--- src/include/mia_pkg.sv ---
// Package for the motion I/O and host write-privilege block
package mia_pkg;
    // ------------------------------------------------------------
    // Register byte offsets on APB
    // ------------------------------------------------------------
    localparam logic [7:0] ADDR_DISCRETE_INPUT_WORD = 8'h00;
    localparam logic [7:0] ADDR_DISCRETE_OUTPUT_WORD = 8'h04;
    localparam logic [7:0] ADDR_INPUT_USAGE = 8'h08;
    localparam logic [7:0] ADDR_CONTROL = 8'h0c;
    localparam logic [7:0] ADDR_STATUS = 8'h10;
    localparam logic [7:0] ADDR_HOST_COMMAND = 8'h14;
    localparam logic [7:0] ADDR_SERIAL_CONFIG = 8'h18;
    localparam logic [7:0] ADDR_AUX_DATA = 8'h1c;

    // ------------------------------------------------------------
    // Discrete input and output word bit positions
    // ------------------------------------------------------------
    localparam int BIT_POS_LIMIT_OK = 0;
    localparam int BIT_NEG_LIMIT_OK = 1;
    localparam int BIT_NOT_HOME = 2;
    localparam int BIT_JOG_POS = 3;
    localparam int BIT_DRIVE_FAULT = 4;
    localparam int BIT_BRAKE = 0;

    // Inputs 1..3 predefined, 4..5 general at power-up
    localparam logic [4:0] INPUT_USAGE_RESET = 5'h07;
    localparam int NUM_INPUTS = 5;

    // ------------------------------------------------------------
    // Control register fields
    // ------------------------------------------------------------
    localparam int CTL_DRIVE_ENABLE = 0;
    localparam int CTL_DC_DRIVE = 1;
    localparam int CTL_AUX_USER = 2;

    // ------------------------------------------------------------
    // Host command register fields
    // ------------------------------------------------------------
    localparam int CMD_HOST_BIT = 0;
    localparam int CMD_WRITE_CLASS = 1;
    localparam int CMD_LOG_READ = 2;
    localparam int CMD_LOCKOUT = 3;
    localparam int CMD_LOCKOUT_CLEAR = 4;

    // ------------------------------------------------------------
    // Serial defaults when the setup switch is closed
    // ------------------------------------------------------------
    localparam logic [3:0] SER_DATA_BITS_DEFAULT = 4'h7;
    localparam logic [1:0] SER_PARITY_EVEN = 2'h1;
    localparam logic [1:0] SER_STOP_BITS_DEFAULT = 2'h1;
    localparam logic [15:0] SER_BAUD_DEFAULT = 16'h2580;
    localparam logic [31:0] SER_CONFIG_DEFAULT =
        {8'h00, SER_BAUD_DEFAULT, SER_STOP_BITS_DEFAULT, SER_PARITY_EVEN, SER_DATA_BITS_DEFAULT};
    localparam logic [31:0] AUX_DATA_RESET = 32'h0000_0000;

    // ------------------------------------------------------------
    // Power-up sampling sequence
    // ------------------------------------------------------------
    typedef enum logic [1:0] {
        PU_WAIT = 2'b00,
        PU_SAMPLE = 2'b01,
        PU_RUN = 2'b11
    } mia_pu_e;

    typedef enum logic [1:0] {
        OWN_NONE = 2'b00,
        OWN_CONTROLLER = 2'b01,
        OWN_SETUP_TOOL = 2'b10
    } mia_owner_e;
endpackage : mia_pkg

--- src/rtl/mia_motion_io.sv ---
// Discrete I/O, drive status and host write-privilege arbiter, APB slave
//
// Overview of operation
// - five discrete inputs, one discrete output
// - each input has a general/predefined usage bit; input word takes raw pins
// - inputs 1-3 predefined, 4-5 general at reset
// - input word flags fault, jog, home, limits
// - output word bit sets brake released
// - high fault line means drive fault
// - drive enable output drives relay contact
// - three phase commands, dc uses A and C
// - over-temperature shown as fault plus own indicator
// - open thermal input means over-temperature
// - aux analog output source selected by setup
// - one or two encoders accepted
// - mode switch sampled once at power-up
// - serial switch sampled at power-up
// - setup tool alone gets write privilege unless local lockout is set
// - controller alone gets write privilege
// - local lockout gives controller write privilege
// - both active, mode switch picks writer unless local lockout is set
// - reads allowed from either host always
// - error-log read needs write privilege
// - serial default 7E1 at 9600 baud
// - serial changes only with switch open
module mia_motion_io
    import mia_pkg::*;
#(
    parameter int CMD_WIDTH = 16
) (
    // Clock and reset
    input wire logic clk,
    input wire logic reset_n,
    // APB slave
    input wire logic psel,
    input wire logic penable,
    input wire logic pwrite,
    input wire logic [7:0] paddr,
    input wire logic [31:0] pwdata,
    output logic [31:0] prdata,
    output logic pready,
    output logic pslverr,
    // Discrete field pins
    input wire logic [4:0] fieldInput,
    output logic brakeOutput,
    // Drive interface
    input wire logic driveFaultLine,
    input wire logic thermalOpen,
    output logic driveEnable,
    output logic driveFaultLed,
    output logic motorOverTempLed,
    // Phase current commands
    input wire logic signed [CMD_WIDTH-1:0] phaseCmdA,
    input wire logic signed [CMD_WIDTH-1:0] phaseCmdB,
    input wire logic signed [CMD_WIDTH-1:0] phaseCmdC,
    output logic signed [CMD_WIDTH-1:0] phaseOutA,
    output logic signed [CMD_WIDTH-1:0] phaseOutB,
    output logic signed [CMD_WIDTH-1:0] phaseOutC,
    // Auxiliary analog output
    input wire logic [CMD_WIDTH-1:0] auxDiagValue,
    output logic [CMD_WIDTH-1:0] auxOutput,
    // Encoders
    input wire logic encoder1Present,
    input wire logic encoder2Present,
    output logic [1:0] encoderCount,
    // Host activity and switches
    input wire logic controllerActive,
    input wire logic setupToolAttached,
    input wire logic operatingModeSwitchClosed,
    input wire logic serialSetupSwitchClosed,
    output logic controllerMayWrite,
    output logic setupToolMayWrite,
    output logic [31:0] serialConfig,
    output logic errorLogClear
);

    // ------------------------------------------------------------
    // State
    // ------------------------------------------------------------
    typedef struct packed {
        mia_pu_e puState;
        logic modeSwitchClosed;
        logic serialSwitchClosed;
        logic localLockout;
        logic [4:0] inputUsage;
        logic [15:0] discreteOutputWord;
        logic [15:0] discreteInputWord;
        logic [2:0] control;
        logic [31:0] serialCfg;
        logic [31:0] auxData;
        logic [31:0] rdata;
        logic slverr;
        logic refused;
        logic logClear;
        logic signed [CMD_WIDTH-1:0] phA;
        logic signed [CMD_WIDTH-1:0] phB;
        logic signed [CMD_WIDTH-1:0] phC;
        logic [CMD_WIDTH-1:0] aux;
    } mia_state_s;

    mia_state_s st;
    mia_state_s next_st;

    // ------------------------------------------------------------
    // Write privilege decode
    // ------------------------------------------------------------
    function automatic mia_owner_e priv_owner(input logic ctl, input logic tool,
                                              input logic lockout, input logic modeClosed);
        if (lockout) begin
            priv_owner = OWN_CONTROLLER;
        end else if (ctl && tool) begin
            priv_owner = modeClosed ? OWN_SETUP_TOOL : OWN_CONTROLLER;
        end else if (tool) begin
            priv_owner = OWN_SETUP_TOOL;
        end else if (ctl) begin
            priv_owner = OWN_CONTROLLER;
        end else begin
            priv_owner = OWN_NONE;
        end
    endfunction : priv_owner

    mia_owner_e owner;
    logic access;
    logic wrAccess;
    logic hostIsTool;
    logic hostMayWrite;
    logic cmdRefused;
    logic overTemp;
    logic driveFault;
    logic [4:0] effInput;

    // Combinational so privilege follows activity the same cycle
    assign owner = priv_owner(controllerActive, setupToolAttached, st.localLockout,
                              st.modeSwitchClosed);
    assign access = psel && penable;
    assign wrAccess = access && pwrite;
    assign hostIsTool = pwdata[CMD_HOST_BIT];
    assign hostMayWrite = hostIsTool ? (owner == OWN_SETUP_TOOL) : (owner == OWN_CONTROLLER);
    // Lockout set or clear from the controller is never refused
    assign cmdRefused = pwrite && (paddr == ADDR_HOST_COMMAND)
                        && !((pwdata[CMD_LOCKOUT] || pwdata[CMD_LOCKOUT_CLEAR]) && !hostIsTool)
                        && (pwdata[CMD_WRITE_CLASS] || pwdata[CMD_LOG_READ])
                        && !hostMayWrite;
    assign overTemp = thermalOpen;
    assign driveFault = driveFaultLine || overTemp;

    // Every input passes raw whether predefined or general; inputUsage does not change effInput
    for (genvar i = 0; i < NUM_INPUTS; i++) begin : g_in
        assign effInput[i] = fieldInput[i];
    end

    // ------------------------------------------------------------
    // Next state
    // ------------------------------------------------------------
    always_comb begin
        next_st = st;
        next_st.refused = 1'b0;
        next_st.logClear = 1'b0;
        next_st.slverr = 1'b0;
        case (st.puState)
            PU_WAIT: begin
                next_st.puState = PU_SAMPLE;
            end
            PU_SAMPLE: begin
                // Switches caught once after reset release, never again
                next_st.modeSwitchClosed = operatingModeSwitchClosed;
                next_st.serialSwitchClosed = serialSetupSwitchClosed;
                if (serialSetupSwitchClosed) begin
                    next_st.serialCfg = SER_CONFIG_DEFAULT;
                end
                next_st.puState = PU_RUN;
            end
            default: begin
                next_st.puState = PU_RUN;
            end
        endcase

        next_st.discreteInputWord = 16'h0000;
        next_st.discreteInputWord[BIT_POS_LIMIT_OK] = effInput[0];
        next_st.discreteInputWord[BIT_NEG_LIMIT_OK] = effInput[1];
        next_st.discreteInputWord[BIT_NOT_HOME] = effInput[2];
        next_st.discreteInputWord[BIT_JOG_POS] = effInput[3];
        next_st.discreteInputWord[BIT_DRIVE_FAULT] = driveFault;

        next_st.phA = phaseCmdA;
        next_st.phB = st.control[CTL_DC_DRIVE] ? '0 : phaseCmdB;
        next_st.phC = phaseCmdC;
        next_st.aux = st.control[CTL_AUX_USER] ? st.auxData[CMD_WIDTH-1:0] : auxDiagValue;

        if (psel && !penable && !pwrite) begin
            // Reads never depend on privilege
            if (paddr == ADDR_DISCRETE_INPUT_WORD) begin
                next_st.rdata = {16'h0000, st.discreteInputWord};
            end else if (paddr == ADDR_DISCRETE_OUTPUT_WORD) begin
                next_st.rdata = {16'h0000, st.discreteOutputWord};
            end else if (paddr == ADDR_INPUT_USAGE) begin
                next_st.rdata = {27'h0000000, st.inputUsage};
            end else if (paddr == ADDR_CONTROL) begin
                next_st.rdata = {29'h00000000, st.control};
            end else if (paddr == ADDR_STATUS) begin
                next_st.rdata = {24'h000000, st.serialSwitchClosed, st.modeSwitchClosed,
                                 st.localLockout, owner, encoder2Present, overTemp, driveFault};
            end else if (paddr == ADDR_SERIAL_CONFIG) begin
                next_st.rdata = st.serialCfg;
            end else if (paddr == ADDR_AUX_DATA) begin
                next_st.rdata = st.auxData;
            end else if (paddr == ADDR_HOST_COMMAND) begin
                next_st.rdata = {31'h00000000, st.refused};
            end else begin
                next_st.rdata = 32'h0000_0000;
            end
        end

        // Error decided at the setup edge so it stands through the access cycle
        if (psel && !penable) begin
            if (!(paddr == ADDR_DISCRETE_INPUT_WORD || paddr == ADDR_DISCRETE_OUTPUT_WORD ||
                  paddr == ADDR_INPUT_USAGE || paddr == ADDR_CONTROL ||
                  paddr == ADDR_STATUS || paddr == ADDR_HOST_COMMAND ||
                  paddr == ADDR_SERIAL_CONFIG || paddr == ADDR_AUX_DATA)) begin
                next_st.slverr = 1'b1;
            end else if (cmdRefused) begin
                next_st.slverr = 1'b1;
            end
        end

        if (wrAccess) begin
            if (paddr == ADDR_HOST_COMMAND) begin
                // Host tags each command; write-class ones need privilege
                if (pwdata[CMD_LOCKOUT] && !hostIsTool) begin
                    next_st.localLockout = 1'b1;
                end else if (pwdata[CMD_LOCKOUT_CLEAR] && !hostIsTool) begin
                    next_st.localLockout = 1'b0;
                end else if ((pwdata[CMD_WRITE_CLASS] || pwdata[CMD_LOG_READ])
                             && !hostMayWrite) begin
                    next_st.refused = 1'b1;
                end else if (pwdata[CMD_LOG_READ]) begin
                    next_st.logClear = 1'b1;
                end
            end else if (paddr == ADDR_DISCRETE_OUTPUT_WORD) begin
                next_st.discreteOutputWord = pwdata[15:0];
            end else if (paddr == ADDR_INPUT_USAGE) begin
                next_st.inputUsage = pwdata[4:0];
            end else if (paddr == ADDR_CONTROL) begin
                next_st.control = pwdata[2:0];
            end else if (paddr == ADDR_SERIAL_CONFIG) begin
                if (!st.serialSwitchClosed) begin
                    next_st.serialCfg = pwdata;
                end
            end else if (paddr == ADDR_AUX_DATA) begin
                next_st.auxData = pwdata;
            end
        end
    end

    // ------------------------------------------------------------
    // Registers
    // ------------------------------------------------------------
    always_ff @(posedge clk or negedge reset_n) begin
        if (!reset_n) begin
            st <= '0;
            st.puState <= PU_WAIT;
            st.inputUsage <= INPUT_USAGE_RESET;
            st.serialCfg <= SER_CONFIG_DEFAULT;
            st.auxData <= AUX_DATA_RESET;
        end else begin
            st <= next_st;
        end
    end

    // ------------------------------------------------------------
    // Outputs
    // ------------------------------------------------------------
    assign prdata = st.rdata;
    assign pready = 1'b1;
    assign pslverr = st.slverr;
    assign brakeOutput = st.discreteOutputWord[BIT_BRAKE];
    assign driveEnable = st.control[CTL_DRIVE_ENABLE];
    assign driveFaultLed = st.discreteInputWord[BIT_DRIVE_FAULT];
    assign motorOverTempLed = overTemp;
    assign phaseOutA = st.phA;
    assign phaseOutB = st.phB;
    assign phaseOutC = st.phC;
    assign auxOutput = st.aux;
    assign encoderCount = {1'b0, encoder1Present} + {1'b0, encoder2Present};
    assign controllerMayWrite = (owner == OWN_CONTROLLER);
    assign setupToolMayWrite = (owner == OWN_SETUP_TOOL);
    assign serialConfig = st.serialCfg;
    assign errorLogClear = st.logClear;

endmodule : mia_motion_io

--- config.mk ---
export PLATFORM = sky130hd
export DESIGN_NAME = mia_motion_io
export DESIGN_NICKNAME = d
export VERILOG_FILES = /design/src/include/mia_pkg.sv /design/src/rtl/mia_motion_io.sv
export SDC_FILE = /design/constraint.sdc
export NUM_CORES = 1
export LEC_CHECK = 0
export ABC_AREA = 1
export BUFFER_PORTS_ARGS = -buffer_cell sky130_fd_sc_hd__clkbuf_2
export CAP_MARGIN = 15
export CORE_MARGIN = 2
export CORE_UTILIZATION = 45
export CTS_BUF_LIST = sky130_fd_sc_hd__clkbuf_8
export DETAILED_ROUTE_END_ITERATION = 16
export GPL_TIMING_DRIVEN = 1
export PLACE_DENSITY = 0.71
export SLEW_MARGIN = 20
export SYNTH_ARGS = -nofsm -noshare
export SYNTH_HDL_FRONTEND = slang
export SYNTH_SLANG_ARGS = --single-unit
--- constraint.sdc ---
create_clock -name clk -period 2.25 [get_ports clk]
set_input_delay 0.1125 -clock clk [delete_from_list [all_inputs] [get_ports clk]]
set_output_delay 0.1125 -clock clk [all_outputs]
set_load 0.05 [all_outputs]
==> results.json, run 1 <==
{
  "fmax_mhz": 491,
  "grt_pass1_wl_microns": 35100,
  "min_period_over_period_pct": 90.4,
  "htreeDepth": 4,
  "track_usage_pct": 22.1,
  "r2r_start": "st[205]",
  "powerDensity_mw_per_mm2": 621,
  "internal-power_mw": 4.80,
  "finalMaxSlewViolations": 0,
  "synthCells": 967,
  "ys_ff_latch": 197,
  "ir_worst_vdd_v": 0.000386,
  "postCtsSetupBuffers": 0,
  "cts_resized": 0,
  "first_pass_iters": 5,
  "grt_antenna_before_repair": 0,
  "dpl_worst_slack_ns": 0.374,
  "seqPwrFrac_pct": 53.9,
  "critPathSlowestCell": "dlygate4sd3_1",
  "crit_type": "register to register",
  "hp-class": "input port to register",
  "syn_avg_cell_area_sq_um": 9.23,
  "drt_iter0_markers": 374,
  "std_cell_rows": 51,
  "grt_pass1_vias": 6807,
  "min_from": "encoder2Present",
  "clock_skew_ns": 0.0166,
  "worstPathArrival_ns": 2.44,
  "worstMarginPinSlew_ns": 0.720,
  "p_comb_share_pct": 13.4,
  "synth_top_cells_by_count": "nand2_1 (211), dfrtp_1 (185), buf_4 (133)",
  "numPortBuffers": 258,
  "drcViolationCount": 0,
  "setup_violations": 0,
  "grt-ovfl-total": 0,
  "cpMostUsedCell": "a21oi_1",
  "reg2reg_setup_slack_ns": 0.21,
  "cts_tree": "built",
  "cp-end-kind": "register",
  "io_pins": 261,
  "area_delta_synth_final_pct": 23.4,
  "fp.coreArea_sq_mm": 0.0195,
  "num_antenna_cells": 0,
  "async_flop_share_pct": 100,
  "min_period_ns": 2.04,
  "finalSetupTns_ns": 0,
  "die_h_microns": 145,
  "synth_ff_type": "dfrtp_1",
  "grtUsageMet3_pct": 4.84,
  "vias": 6980,
  "synth.most_common_cell": "nand2_1",
  "nFillCells": 1698,
  "crit_path_cell_trace": "inv_1, a21oi_1, o21ai_0, nand4_1, a21oi_1, dlygate4sd3_1",
  "swShare_pct": 29.9,
  "synth_top_area_cell": "dfrtp_1",
  "use_met1_pct": 28.8,
  "netlist_top_cells_area": "dfrtp_1 (52%), buf_4 (11%), nand2_1 (8.9%)",
  "outcome": "complete, no violations",
  "grt_start_max_net_pins": 66,
  "path_clk_slew_ns": 0.11,
  "synth_edf_count": 0,
  "syn_area_sq_mm": 0.00893,
  "drive_gt1_share_pct": 28.9,
  "hold_slack_ns": 0.0875,
  "hold_viol": 0,
  "hpwl_microns": 15400,
  "hold_buffers": 110,
  "relSlewSlack_pct": 52.0,
  "use_met2_pct": 36.4,
  "critPathLaunch": "st[205]",
  "switching_power_mw": 2.05,
  "leakagePower_nw": 5.84,
  "die_area_sq_mm": 0.0210,
  "yosysUniqueCellTypes": 39,
  "gp_congestion": 0.888,
  "drt_wl_total_microns": 23000,
  "post_drt_wl_per_cell_microns": 15.5,
  "p_clk_share_pct": 32.7,
  "cts-root-buf": "clkbuf_8",
  "viasPerCell": 4.72,
  "ys_seq_area_share_pct": 55.4,
  "cts_sinks": 197,
  "ys.warnings.count": 0,
  "rsz0062_at_grt": "false",
  "startpoint_type": "register",
  "cts_max_path_buffers": 2,
  "synth_top_cell_area_share_pct": 51.9,
  "worstPathRequired_ns": 2.65,
  "cts_buffers": 17,
  "setup_slack_ns": 0.215,
  "ant_nets": 0,
  "cap_violations": 0,
  "clk_latency_ns": 0.47,
  "gr-max-usage-layer": "met2",
  "die_x_microns": 145,
  "start_util_pct": 45.9,
  "final_nets": 1325,
  "cp_max_fo": 3,
  "cp_slowest_stage_delay_ns": 0.57
}
## layer usage
metal / wire length (microns) / vias to the layer above
met5: 0 / -
met3: 1840 / 23
met4: 346 / 0
met2: 10900 / 282
li1: - / 3405
met1: 9890 / 3270
## sequential cells by signal (all words and copies together), names as in the netlist
register and cells:
phaseOutB 16, prdata 32, st 64, brakeOutput 1, auxOutput 16, driveEnable 1
serialConfig 32, errorLogClear 1, driveFaultLed 1, phaseOutA 16, phaseOutC 16, pslverr 1
## cell type report
class                   count  area (sq um)  share of cell area [%]
clock buffers              17           234                    2.12
well taps                 265           332                    3.01
multi-input cells         505          2410                    21.9
flip-flops and latches    197          4940                    44.9
inverters                 100           382                    3.47
clock inverters            15           169                    1.53
repair buffers            381          2540                    23.0
## critical path, delay by kind of cell (launching register included)
family	cells	cell delay, ns
compound gates	3	0.74
buf+inv	2	0.68
flops	1	0.43
simple gates	1	0.14
## through the flow
stage	cells	util, %	power [mW]	instance area (sq um)
4_1_cts	1480	56.6	6.93	11000
3_5_place_dp	1338	48.8	4.52	9510
3_3_place_gp	1338	48.8	4.51	9510
6_report	1480	56.6	6.84	11000
5_1_grt	1480	56.6	7.16	11000
2_1_floorplan	968	-	4.30	8930
## path summary, 6_finish.rpt
kind                       depth (start not counted)         endpoint
setup reg to reg                                   6          pslverr
setup / recovery                                   6          pslverr
hold reg to reg                                    1          st[207]
min in group asynchronous                          2          st[127]
max in group asynchronous                          3  serialConfig[4]
hold / removal                                     7        prdata[2]
## power by group through the flow
stage | Combinational [mW] | Clock, mW | Sequential [mW]
floorplan | 0.548 | 0 | 3.75
global placement | 0.756 | 0 | 3.75
detailed placement | 0.764 | 0 | 3.76
CTS | 0.919 | 2.33 | 3.69
global route | 0.990 | 2.47 | 3.70
finish | 0.915 | 2.24 | 3.69
## cells by family (layout without fill, tap and decap cells)
| kind of cell | after synthesis | after routing | synth area share (%) |
|---|---|---|---|
| compound gates | 161 | 161 | 10.1 |
| flops | 197 | 197 | 55.4 |
| fa+ha+maj | 1 | 1 | 0.140 |
| simple gates | 341 | 341 | 16.7 |
| other cells | 1 | 2 | 0.0420 |
| buf+inv | 266 | 513 | 17.6 |
## cell usage in the layout, fill, tap and decap left out, drive strengths merged
cell type and n:
nand3b 2, or2 3, dfstp 12, o211ai 4, dlygate4sd3 110, nand4 3
a31oi 1, a22o 13, nor3 1, clkinv 10, a22oi 4, dfrtp 185
clkbuf 275, a21oi 22, buf 13, conb 2, inv 105, ha 1
o22ai 4, nor2 59, o21ai 111, nand2 222, a32oi 2, nand3 51
Power figures use the tool's default switching activity.
==> run 2: changes to the inputs <==
--- a/config.mk
+++ b/config.mk
@@ -8,6 +8,7 @@
 export ABC_AREA = 1
 export BUFFER_PORTS_ARGS = -buffer_cell sky130_fd_sc_hd__clkbuf_2
 export CAP_MARGIN = 15
+export CORE_ASPECT_RATIO = 1.4
 export CORE_MARGIN = 2
 export CORE_UTILIZATION = 45
 export CTS_BUF_LIST = sky130_fd_sc_hd__clkbuf_8
==> constraint.sdc (replaced) <==
create_clock -name clk -period 2.25 [get_ports clk]
set_input_delay 0.1125 -clock clk [delete_from_list [all_inputs] [get_ports clk]]
set_output_delay 0.1125 -clock clk [all_outputs]
set_load 0.1 [all_outputs]
==> run 2 against run 1 <==
  * Sequential share of layout area up 0.18 points
  * Total power grew 5.6%
  * Critical endpoint unchanged
  * Cell area is 0.40% lower
  * Clock power rose by 3%
  * Worst setup slack improved by 0.078 ns
  * Hold slack worse by 0.042 ns
  * Combinational power is 34% higher
  * Sequential power hardly changed
  * Final cell count decreased by 1.0%
  * Non-clock buffer count is 2 lower
==> results.json, run 2 (synthesis results as in run 1) <==
{
  "outcome": "complete, no violations",
  "min_period_ns": 1.96,
  "stdcell_area_sq_mm": 0.0110,
  "vias": 6997,
  "clock_skew_ns": 0.0181,
  "min_from": "pwrite",
  "gp_congestion": 0.881,
  "final_nets": 1323,
  "relSlewSlack_pct": 52.9,
  "drt_wl_total_microns": 22700,
  "rsz0062_at_grt": "false",
  "worstPathArrival_ns": 2.36,
  "post_drt_wl_per_cell_microns": 15.5,
  "cts_sinks": 197,
  "io_pins": 261,
  "numPortBuffers": 258,
  "cap_violations": 0,
  "ant_nets": 0,
  "fmax_mhz": 511,
  "grt_antenna_before_repair": 0,
  "worstMarginPinSlew_ns": 0.706,
  "grt_start_max_net_pins": 65,
  "finalSetupTns_ns": 0,
  "area_delta_synth_final_pct": 22.9,
  "cp-end-kind": "register",
  "startpoint_type": "register",
  "largest_reg_flops": 64,
  "cts-root-buf": "clkbuf_8",
  "htreeDepth": 4,
  "cp_max_fo": 3,
  "first_pass_iters": 5,
  "path_clk_slew_ns": 0.12,
  "hp-class": "input port to register",
  "num_antenna_cells": 0,
  "hold_end": "st[65]",
  "die_area_sq_mm": 0.0210,
  "largest_register": "st",
  "start_util_pct": 45.3,
  "die_x_microns": 123,
  "drt_iter0_markers": 400,
  "critPathSlowestCell": "dlygate4sd3_1",
  "hpwl_microns": 15300,
  "reg2reg_depth": 7,
  "finalMaxSlewViolations": 0,
  "cts_buffers": 17,
  "crit_type": "register to register",
  "cp_slowest_stage_delay_ns": 0.56,
  "hold_viol": 0,
  "final_common_cell": "clkbuf_2",
  "viasPerCell": 4.78,
  "fp.coreArea_sq_mm": 0.0197,
  "placed_cell_area_sq_mm": 0.00948,
  "grt-ovfl-total": 0,
  "drcViolationCount": 0,
  "layout_common_cells": "clkbuf_2 (257), nand2_1 (211), dfrtp_1 (185)",
  "r2r_start": "st[205]",
  "ir_worst_vdd_v": 0.000345,
  "cts_max_path_buffers": 2,
  "min_period_over_period_pct": 87.0,
  "setup_violations": 0,
  "drive_gt1_share_pct": 29.1,
  "worstPathRequired_ns": 2.65,
  "powerDensity_mw_per_mm2": 659,
  "leakagePower_nw": 5.82,
  "crit_path_cell_trace": "nand3_1, a21oi_1, nand2_1, o21ai_0, nand4_1, a21oi_1, dlygate4sd3_1",
  "cpMostUsedCell": "a21oi_1",
  "std_cell_rows": 61,
  "grt_pass1_wl_microns": 35400,
  "clk_latency_ns": 0.48,
  "die_h_microns": 171,
  "r2r-end": "pslverr",
  "track_usage_pct": 21.8,
  "grt_pass1_vias": 7076,
  "cts_tree": "built",
  "reg2reg_setup_slack_ns": 0.29,
  "whs_path_depth": 3
}
run 2: changes by cell type in the layout (fill, tap and decap cells not counted), moves of 2 or more:
| cell | change |
|---|---|
| clkinv_8 | -3 |
| inv_6 | -2 |
| clkinv_4 | +2 |
| dlygate4sd3_1 | -2 |
run 2: cell type report:
class,count,area (sq um)
Clock buffer,17,234
Clock inverter,15,170
Fill cell,1736,8720
Inverter,100,382
Multi-Input combinational cell,505,2420
Sequential cell,197,4940
Tap cell,252,315
Timing Repair Buffer,379,2500
run 2: worst max path at each step:
stage | start | endpoint | slack, ns | cells past startpoint
3_5_place_dp | paddr[5] | st[120] | 0.30 | 9
2_1_floorplan | st[203] | pslverr | 0.33 | 6
3_3_place_gp | paddr[5] | st[117] | 0.38 | 9
6_report | st[205] | pslverr | 0.29 | 7
4_1_cts | st[205] | pslverr | 0.29 | 7
5_1_grt | st[205] | pslverr | 0.15 | 7
run 2: critical path: cells and delay by family (launching register included):
family	cells	cell delay, ns
buffers and inverters	1	0.56
AOI/OAI and AO/OA	3	0.62
DFF	1	0.41
and+or+nand+nor	3	0.30
run 2: timing repair:
item	CTS	global route
endpoints found under the hold margin	312	0
setup buffers	0	0
hold buffers	108	0
resized for setup	0	0
run 2: report_power, final:
group | leakage, nW | switching [mW] | internal (mW)
logic | 3.11 | 0.922 | 0.311
clock network | 0.202 | 1.38 | 0.929
registers | 2.52 | 0.0454 | 3.64
run 2: per-stage QoR:
stage | instances | utilization (%) | worst slack, ns | hold slack, ns | total power [mW]
6_report | 1465 | 55.7 | 0.293 | 0.0458 | 7.23
5_1_grt | 1465 | 55.7 | 0.146 | 0.0372 | 7.51
4_1_cts | 1465 | 55.7 | 0.295 | 0.0108 | 7.30
3_5_place_dp | 1325 | 48.2 | 0.304 | 0.0897 | 4.84
3_3_place_gp | 1325 | 48.2 | 0.382 | 0.0887 | 4.83
2_1_floorplan | 968 | - | 0.328 | -0.183 | 4.62
run 2: routing by layer:
| layer | wire [microns] | vias to the layer above | track usage [%] | share of wire (%) |
|---|---|---|---|---|
| met5 | 0 | - | 0 | 0 |
| met4 | 557 | 0 | 8.89 | 2.4 |
| met3 | 1190 | 34 | 4.23 | 5.2 |
| met2 | 11800 | 222 | 37.8 | 52 |
| met1 | 9200 | 3338 | 26.4 | 40 |
| li1 | - | 3403 | - | - |
